--- config.mk ---
export PLATFORM = sky130hd
export DESIGN_NAME = timer_two_capture_reload_baud
export DESIGN_NICKNAME = d
export VERILOG_FILES = /design/src/timer_two_pkg.sv /design/src/edge_sync_if.sv /design/src/pin_edge_sync.sv /design/src/timer_two_capture_reload_baud.sv
export SDC_FILE = /design/constraint.sdc
export NUM_CORES = 1
export LEC_CHECK = 0
export BUFFER_PORTS_ARGS = -buffer_cell sky130_fd_sc_hd__buf_2
export CAP_MARGIN = 10
export CORE_ASPECT_RATIO = 0.5
export CORE_MARGIN = 4
export CORE_UTILIZATION = 55
export CTS_BUF_LIST = sky130_fd_sc_hd__clkbuf_8
export CTS_CLUSTER_SIZE = 24
export DETAILED_ROUTE_END_ITERATION = 6
export PLACE_DENSITY_LB_ADDON = 0.25
export REMOVE_ABC_BUFFERS = 1
export SLEW_MARGIN = 20
export SYNTH_ARGS = -nofsm -noshare
export SYNTH_HDL_FRONTEND = slang
export SYNTH_SLANG_ARGS = --single-unit
--- constraint.sdc ---
create_clock -name ref_clk_in -period 3.3 [get_ports ref_clk_in]
set_input_delay 0.165 -clock ref_clk_in [delete_from_list [all_inputs] [get_ports ref_clk_in]]
set_output_delay 0.165 -clock ref_clk_in [all_outputs]
set_load 0.01 [all_outputs]
--- src/timer_two_pkg.sv ---
// Purpose: constants shared by the second timer and its register port
// Assumes: one 125 MHz clock, byte-wide registers on a plain strobe port
// Notes:   offsets other than the control register are local choices
package timer_two_pkg;
  localparam logic [7:0] ctrl_addr        = 8'hC8; // control register
  localparam logic [7:0] reload_low_addr  = 8'hCA; // reload/capture low
  localparam logic [7:0] reload_high_addr = 8'hCB; // reload/capture high
  localparam logic [7:0] count_low_addr   = 8'hCC; // counter low byte
  localparam logic [7:0] count_high_addr  = 8'hCD; // counter high byte
  localparam logic [7:0] divider_addr     = 8'hCE; // clock divide select
  localparam logic [7:0] irq_mask_addr    = 8'hCF; // interrupt mask
  localparam logic [7:0] ctrl_reset       = 8'h00;
  localparam logic [7:0] zero_byte        = 8'h00;
  localparam int unsigned bit_capture_reload = 0;
  localparam int unsigned bit_counter_timer  = 1;
  localparam int unsigned bit_run            = 2;
  localparam int unsigned bit_ext_enable     = 3;
  localparam int unsigned bit_tx_clock       = 4;
  localparam int unsigned bit_rx_clock       = 5;
  localparam int unsigned bit_ext_flag       = 6;
  localparam int unsigned bit_ovf_flag       = 7;
  localparam logic [3:0] div_twelve_last = 4'hB; // prescale wraps after 12
  localparam logic [3:0] div_two_last    = 4'h1; // prescale wraps after 2
  localparam logic [3:0] div_zero        = 4'h0;
  localparam logic [15:0] count_top      = 16'hFFFF;
  localparam logic [15:0] count_reset    = 16'h0000;
  localparam logic [7:0]  flag_mask      = 8'hC0; // sticky flag bits
endpackage : timer_two_pkg
--- src/edge_sync_if.sv ---
`timescale 1ns/10ps
// Purpose: carries pin levels in and falling-edge pulses back out
// Assumes: pulses are one cycle wide in the system clock domain
// Notes:   used between the timer and its pin synchroniser
interface edge_sync_if;
  logic count_pin;    // raw count pin level
  logic trigger_pin;  // raw trigger pin level
  logic count_fall;   // one-cycle falling edge on count pin
  logic trigger_fall; // one-cycle falling edge on trigger pin
  modport sync (input count_pin, input trigger_pin, output count_fall, output trigger_fall);
  modport user (output count_pin, output trigger_pin, input count_fall, input trigger_fall);
endinterface : edge_sync_if

--- src/pin_edge_sync.sv ---
`timescale 1ns/10ps
// Purpose: two-stage synchroniser and falling-edge detector for both pins
// Assumes: pins are asynchronous to ref_clk_in
// Notes:   the first stage feeds only the second stage
module pin_edge_sync (
  input  wire logic  ref_clk_in,
  input  wire logic  reset_n_in,
  edge_sync_if.sync  pins
);
  logic [1:0] meta;  // first stage, read only by the second
  logic [1:0] stable; // second stage
  logic [1:0] last;   // previous stable level

  // synchronise both pins; reset high so no false edge at release
  always_ff @(posedge ref_clk_in) begin
    if (!reset_n_in) begin
      meta   <= 2'h3;
      stable <= 2'h3;
      last   <= 2'h3;
    end else begin
      meta   <= {pins.trigger_pin, pins.count_pin};
      stable <= meta;
      last   <= stable;
    end
  end

  // one pulse per detected high-to-low edge
  always_ff @(posedge ref_clk_in) begin
    if (!reset_n_in) begin
      pins.count_fall   <= 1'b0;
      pins.trigger_fall <= 1'b0;
    end else begin
      pins.count_fall   <= last[0] & ~stable[0];
      pins.trigger_fall <= last[1] & ~stable[1];
    end
  end
endmodule : pin_edge_sync

--- src/timer_two_capture_reload_baud.sv ---
`timescale 1ns/10ps
// Purpose: 16-bit timer with capture, auto-reload and baud-clock modes
// Assumes: registers on a plain strobe port, read data one cycle later
// Notes:   timer one overflow comes in as a pulse for the unused UART side
//
// Summary of operation
// - trigger edge captures whole counter in capture mode
// - timer mode counts clock divided by one/twelve
// - counter mode counts count pin falling edges
// - rollover outside baud mode sets overflow flag; interrupt request only if unmasked
// - capture mode needs capture select and run
// - trigger edges ignored unless external enable set
// - overflow reloads counter from reload pair, except in capture mode where it wraps to zero
// - auto-reload when capture select clear; run starts
// - enabled trigger edge also reloads in auto-reload
// - baud overflow reloads, pulses shift clock, no flag
// - baud select bits force auto-reload behaviour
// - each select routes timer or timer one overflows
// - UART bit rate is overflow rate over sixteen
// - baud timebase is clock divided by two
// - pin-driven baud rate follows pin frequency formula
// - enabled trigger edge sets external flag always
module timer_two_capture_reload_baud
  import timer_two_pkg::*;
(
  input  wire logic       ref_clk_in,         // system clock
  input  wire logic       reset_n_in,         // synchronous, active low
  input  wire logic [7:0] addr_in,            // register address
  input  wire logic [7:0] wdata_in,           // write data
  input  wire logic       wr_in,              // write strobe
  input  wire logic       rd_in,              // read strobe
  input  wire logic       external_count_pin_in,   // count pin
  input  wire logic       external_trigger_pin_in, // trigger pin
  input  wire logic       timer_one_ovf_in,   // timer one overflow pulse
  output logic [7:0]      rdata_out,          // read data
  output logic            irq_out,            // level interrupt
  output logic            rx_shift_clk_out,   // UART receive shift clock pulse
  output logic            tx_shift_clk_out    // UART transmit shift clock pulse
);
  edge_sync_if pins ();
  assign pins.count_pin   = external_count_pin_in;
  assign pins.trigger_pin = external_trigger_pin_in;

  pin_edge_sync u_sync (
    .ref_clk_in (ref_clk_in),
    .reset_n_in (reset_n_in),
    .pins       (pins)
  );

  logic [7:0]  timer_two_control;   // control and flags
  logic        clock_divide_select; // 1: undivided clock
  logic [1:0]  irq_mask;            // enables for external/overflow flags
  logic [15:0] counter;             // counter high:low bytes
  logic [15:0] reload_capture;      // reload/capture high:low
  logic [3:0]  prescale;            // system clock divider

  // decoded control fields
  logic capture_reload_select;
  logic counter_timer_select;
  logic run_control;
  logic external_enable;
  logic transmit_clock_select;
  logic receive_clock_select;
  logic baud_mode;
  logic capture_mode;
  logic tick;          // one count step this cycle
  logic overflow;      // rollover this cycle
  logic trigger_event; // accepted trigger edge
  logic [3:0] prescale_last;

  // one write decode shared by every register process; keeps the
  // strobe and address compare identical everywhere
  function automatic logic reg_write(input logic       wr,
                                     input logic [7:0] addr,
                                     input logic [7:0] target);
    return wr && (addr == target);
  endfunction : reg_write

  assign capture_reload_select = timer_two_control[bit_capture_reload];
  assign counter_timer_select  = timer_two_control[bit_counter_timer];
  assign run_control           = timer_two_control[bit_run];
  assign external_enable       = timer_two_control[bit_ext_enable];
  assign transmit_clock_select = timer_two_control[bit_tx_clock];
  assign receive_clock_select  = timer_two_control[bit_rx_clock];

  // either baud select forces reload behaviour over capture select
  assign baud_mode    = transmit_clock_select | receive_clock_select;
  assign capture_mode = capture_reload_select & ~baud_mode;

  // trigger edges only count while externally enabled
  assign trigger_event = pins.trigger_fall & external_enable;

  // divide choice: baud mode fixes two, else one or twelve
  always_comb begin
    if (baud_mode) begin
      prescale_last = div_two_last;
    end else if (clock_divide_select) begin
      prescale_last = div_zero;
    end else begin
      prescale_last = div_twelve_last;
    end
  end

  // pin edges or divided clock produce count steps
  always_comb begin
    if (!run_control) begin
      tick = 1'b0;
    end else if (counter_timer_select) begin
      tick = pins.count_fall;
    end else begin
      tick = (prescale >= prescale_last);
    end
  end

  assign overflow = tick & (counter == count_top);

  // prescaler runs only while the timer runs in timer mode
  always_ff @(posedge ref_clk_in) begin
    if (!reset_n_in) begin
      prescale <= div_zero;
    end else if (!run_control || counter_timer_select) begin
      prescale <= div_zero;
    end else if (prescale >= prescale_last) begin
      prescale <= div_zero;
    end else begin
      prescale <= prescale + 4'h1;
    end
  end

  // counter: software write, reload on overflow or trigger, or count
  always_ff @(posedge ref_clk_in) begin
    if (!reset_n_in) begin
      counter <= count_reset;
    end else if (reg_write(wr_in, addr_in, count_low_addr)) begin
      counter[7:0] <= wdata_in;
    end else if (reg_write(wr_in, addr_in, count_high_addr)) begin
      counter[15:8] <= wdata_in;
    end else if (overflow && !capture_mode) begin
      counter <= reload_capture;
    end else if (trigger_event && !capture_mode && run_control) begin
      counter <= reload_capture;
    end else if (tick) begin
      counter <= counter + 16'h0001;
    end
  end

  // reload/capture pair: software write or hardware capture
  always_ff @(posedge ref_clk_in) begin
    if (!reset_n_in) begin
      reload_capture <= count_reset;
    end else if (trigger_event && capture_mode && run_control) begin
      reload_capture <= counter;
    end else if (reg_write(wr_in, addr_in, reload_low_addr)) begin
      reload_capture[7:0] <= wdata_in;
    end else if (reg_write(wr_in, addr_in, reload_high_addr)) begin
      reload_capture[15:8] <= wdata_in;
    end
  end

  // control register: plain bits written, flags sticky with set winning
  always_ff @(posedge ref_clk_in) begin
    if (!reset_n_in) begin
      timer_two_control <= ctrl_reset;
    end else begin
      if (reg_write(wr_in, addr_in, ctrl_addr)) begin
        // writing zero clears a flag, writing one keeps it
        timer_two_control <= (wdata_in & ~flag_mask)
                           | (wdata_in & timer_two_control & flag_mask);
      end
      if (overflow && !baud_mode) begin
        timer_two_control[bit_ovf_flag] <= 1'b1;
      end
      if (trigger_event) begin
        timer_two_control[bit_ext_flag] <= 1'b1;
      end
    end
  end

  // divider select and interrupt mask registers
  always_ff @(posedge ref_clk_in) begin
    if (!reset_n_in) begin
      clock_divide_select <= 1'b0;
      irq_mask            <= 2'h0;
    end else begin
      if (reg_write(wr_in, addr_in, divider_addr)) begin
        clock_divide_select <= wdata_in[0];
      end
      if (reg_write(wr_in, addr_in, irq_mask_addr)) begin
        irq_mask <= wdata_in[bit_ovf_flag:bit_ext_flag];
      end
    end
  end

  // interrupt level follows unmasked flags; hardware never clears them
  always_ff @(posedge ref_clk_in) begin
    if (!reset_n_in) begin
      irq_out <= 1'b0;
    end else begin
      irq_out <= |(timer_two_control[bit_ovf_flag:bit_ext_flag] & irq_mask);
    end
  end

  // shift clock pulses: timer overflow or timer one per direction;
  // the UART divides these by sixteen, so bit rate follows overflow rate
  always_ff @(posedge ref_clk_in) begin
    if (!reset_n_in) begin
      rx_shift_clk_out <= 1'b0;
      tx_shift_clk_out <= 1'b0;
    end else begin
      rx_shift_clk_out <= receive_clock_select ? overflow : timer_one_ovf_in;
      tx_shift_clk_out <= transmit_clock_select ? overflow : timer_one_ovf_in;
    end
  end

  // read data, one cycle after the strobe, zero otherwise
  always_ff @(posedge ref_clk_in) begin
    if (!reset_n_in) begin
      rdata_out <= zero_byte;
    end else if (rd_in) begin
      case (addr_in)
        ctrl_addr:        rdata_out <= timer_two_control;
        reload_low_addr:  rdata_out <= reload_capture[7:0];
        reload_high_addr: rdata_out <= reload_capture[15:8];
        count_low_addr:   rdata_out <= counter[7:0];
        count_high_addr:  rdata_out <= counter[15:8];
        divider_addr:     rdata_out <= {7'h00, clock_divide_select};
        irq_mask_addr:    rdata_out <= {irq_mask, 6'h00};
        default:          rdata_out <= zero_byte;
      endcase
    end else begin
      rdata_out <= zero_byte;
    end
  end
endmodule : timer_two_capture_reload_baud

==> impl_metrics.json <==
{
  "grt_pass1_wl_um": 17300,
  "power_density_mw_per_mm2": 406.4,
  "crit_start": "timer_two_control[4]",
  "cp_max_fo": 6,
  "netlist.area_leader.share_pct": 38.39,
  "arrival_ns": 3.08,
  "cts_buffer_depth": 2,
  "via_per_inst": 6.357,
  "num_antenna_cells": 0,
  "ir_worst_vdd_mv": 0.2462,
  "r2r_cells": 8,
  "yosysMostFrequentCell": "dfxtp_1",
  "area_delta_synth_final_pct": 14.39,
  "overflow": 0,
  "clock_skew_ns": 0.008782,
  "yosys_warnings": 0,
  "final_max_slew_viol_count": 0,
  "worst_slew_pin_slew_ns": 1.179,
  "crit_path_start_kind": "flip-flop",
  "max_stage_delay_ns": 0.50,
  "cts.sinks": 66,
  "final_cell_area_mm2": 0.003938,
  "syn_area_per_cell_um2": 8.436,
  "required_ns": 3.57,
  "htree_levels": 3,
  "fmax_ghz": 0.3565,
  "dieArea_mm2": 0.007665,
  "setup_viol": 0,
  "dp_hpwl_um": 7644,
  "ys_seq_area_share_pct": 38.39,
  "ys_async_sr_fraction_pct": 0,
  "clkTransAtPathRegs_ns": 0.07,
  "drtIter0Drc": 457,
  "cp_num_cells": 8,
  "synth_area_leader_cell": "dfxtp_1",
  "critPathTopFamily": "compound AO/OA/AOI/OAI gates",
  "start_util_pct": 56.84,
  "reg2reg_setup_slack_ns": 0.49,
  "drt-total-wl_um": 10720,
  "critical_path_class": "flip-flop to flip-flop",
  "finalSetupTns_ns": 0,
  "ctsResizeCount": 0,
  "clockRootBuffer": "clkbuf_8",
  "synth_edf_count": 0,
  "crit_chain": "or3_1 -> ha_1 -> or4_1 -> a21o_1 -> a41oi_1 -> a21o_1 -> a22oi_1 -> o22ai_1",
  "grt_use_total_pct": 29.48,
  "ys_top_cells_by_area": "dfxtp_1 (38%), mux2i_1 (12%), a21oi_1 (5.2%)",
  "cp-end-kind": "flip-flop",
  "period_needed_ns": 2.805,
  "placed_area_mm2": 0.003697,
  "final_antenna_net_count": 0,
  "ctsHoldBuffers": 2,
  "ios": 34,
  "detail_route.wl_per_cell_um": 20.04,
  "worstReg2RegStart": "timer_two_control[4]",
  "seq_area_mm2": 0.001321,
  "drc": 0,
  "core_area_mm2": 0.006056,
  "numCtsBuffers": 9,
  "postSynthCellCount": 408,
  "finalNonFillerCells": 535,
  "endpoint": "counter[11]",
  "die_h_um": 63.94,
  "maxCapViolCount": 0,
  "antenna_found_initial": 0,
  "cts_tree": "done",
  "critical_path_buf_inv_count": 0,
  "die_x_um": 119.9,
  "fillers": 529,
  "hold_viol": 0,
  "grt_max_degree": 33,
  "crit_slowest_cell": "or4_1",
  "cts_setup_buffers": 0,
  "worst_hold_path_type": "primary input to flip-flop",
  "crit_top_cell": "a21o_1",
  "clkLatencyLatePin_ns": 0.35,
  "post-route-period-util_pct": 85.01,
  "dp_cells": 517,
  "rsz0062_at_grt": "false",
  "num_vias": 3401,
  "leakage_nw": 1.714,
  "multi_input_area_mm2": 0.001992,
  "std_cell_rows": 20,
  "syn-cell-area_mm2": 0.003442,
  "synth.top_cells.by_count": "dfxtp_1 (66), mux2i_1 (41), a21oi_1 (36)",
  "ys_ff_latch": 66,
  "status": "finished clean",
  "ys.flop_type": "dfxtp_1",
  "globalplace.congestion": 1.015,
  "portBuffers": 33,
  "relSlewSlack_pct": 20.79,
  "drive_above_1_share_pct": 14.54,
  "synth_cell_type_count": 48,
  "fin_nets": 470,
  "grt_pass1_vias": 3262,
  "reg2reg_to": "counter[11]",
  "drt_first_pass_iters": 5
}
[routing by layer]
metal | vias up | global-route usage [%] | routed length (um)
li1 | 1554 | - | -
met1 | 1574 | 40.26 | 4549
met2 | 238 | 41.99 | 4451
met3 | 35 | 10.96 | 1380
met4 | 0 | 11.70 | 341
met5 | - | 0 | 0
[metrics by stage]
stage	utilization, %	worst slack (ns)	power (mW)	hold slack, ns
3_3_place_gp	61.05	0.6551	0.8938	0.3491
2_1_floorplan	-	0.5461	0.8456	0.2380
4_1_cts	65.02	0.5245	1.609	0.06725
3_5_place_dp	61.05	0.5433	0.8954	0.3498
6_report	65.02	0.4946	1.600	0.09119
5_1_grt	65.02	0.2711	1.656	0.09558
[worst min-delay path by stage]
stage                                     start               end  depth (start not counted)
after floorplan                      reset_n_in    u_sync.meta[0]                          1
after global placement    external_count_pin_in    u_sync.meta[0]                          2
after detailed placement  external_count_pin_in    u_sync.meta[0]                          2
after CTS                      timer_one_ovf_in  rx_shift_clk_out                          3
after global routing           timer_one_ovf_in  tx_shift_clk_out                          3
final                          timer_one_ovf_in  rx_shift_clk_out                          3
[report_power, final]
| part | leakage [nW] | switching, mW | internal [mW] |
|---|---|---|---|
| combinational | 1.07 | 0.0519 | 0.0256 |
| clock | 0.115 | 0.301 | 0.417 |
| sequential | 0.533 | 0.00277 | 0.802 |
[worst min-delay path, stage by stage]
cell,delay (ns)
buf_2,0.10
mux2i_1,0.07
nor2_1,0.07
[logic make-up (layout without fill, tap and decap cells)]
family | after synthesis | after routing | synth area share [%]
muxes | 43 | 43 | 12.58
DFF | 66 | 66 | 38.39
xor gates and xnor gates | 16 | 16 | 4.071
and+or+nand+nor | 134 | 134 | 19.41
buffers and inverters | 32 | 71 | 3.744
AOI/OAI and AO/OA | 112 | 112 | 19.99
adders and majority gates | 5 | 5 | 1.818
[cells in the final DEF (no fill, tap or decap), types with 7 or more instances in the layout]
cell and count:
nand3_1 29, inv_1 11, a22oi_1 7, xnor2_1 9, mux2i_1 41, nand2_1 31
nand2b_1 9, a21oi_1 36, a221oi_1 7, o21ai_0 30, nor2_1 34, buf_2 33
buf_4 9, clkbuf_8 16, dfxtp_1 66, o22ai_1 7, xor2_1 7
[flip-flops by register name, summed over array words and instances (netlist names)]
register                  count
rdata_out                     8
irq_mask                      2
counter                      16
tx_shift_clk_out              1
u_sync.last                   2
u_sync.pins.count_fall        1
u_sync.stable                 2
clock_divide_select           1
irq_out                       1
timer_two_control             8
u_sync.meta                   2
prescale                      4
rx_shift_clk_out              1
u_sync.pins.trigger_fall      1
reload_capture               16
[area by class of cell]
type                    count  area share (%)
clock buffers              16           5.593
inverters                  11           1.049
multi-input cells         310           50.59
flip-flops and latches     66           33.56
well taps                  88           2.796
repair buffers             44           6.419
No activity file was read; power rests on OpenSTA's default activity.
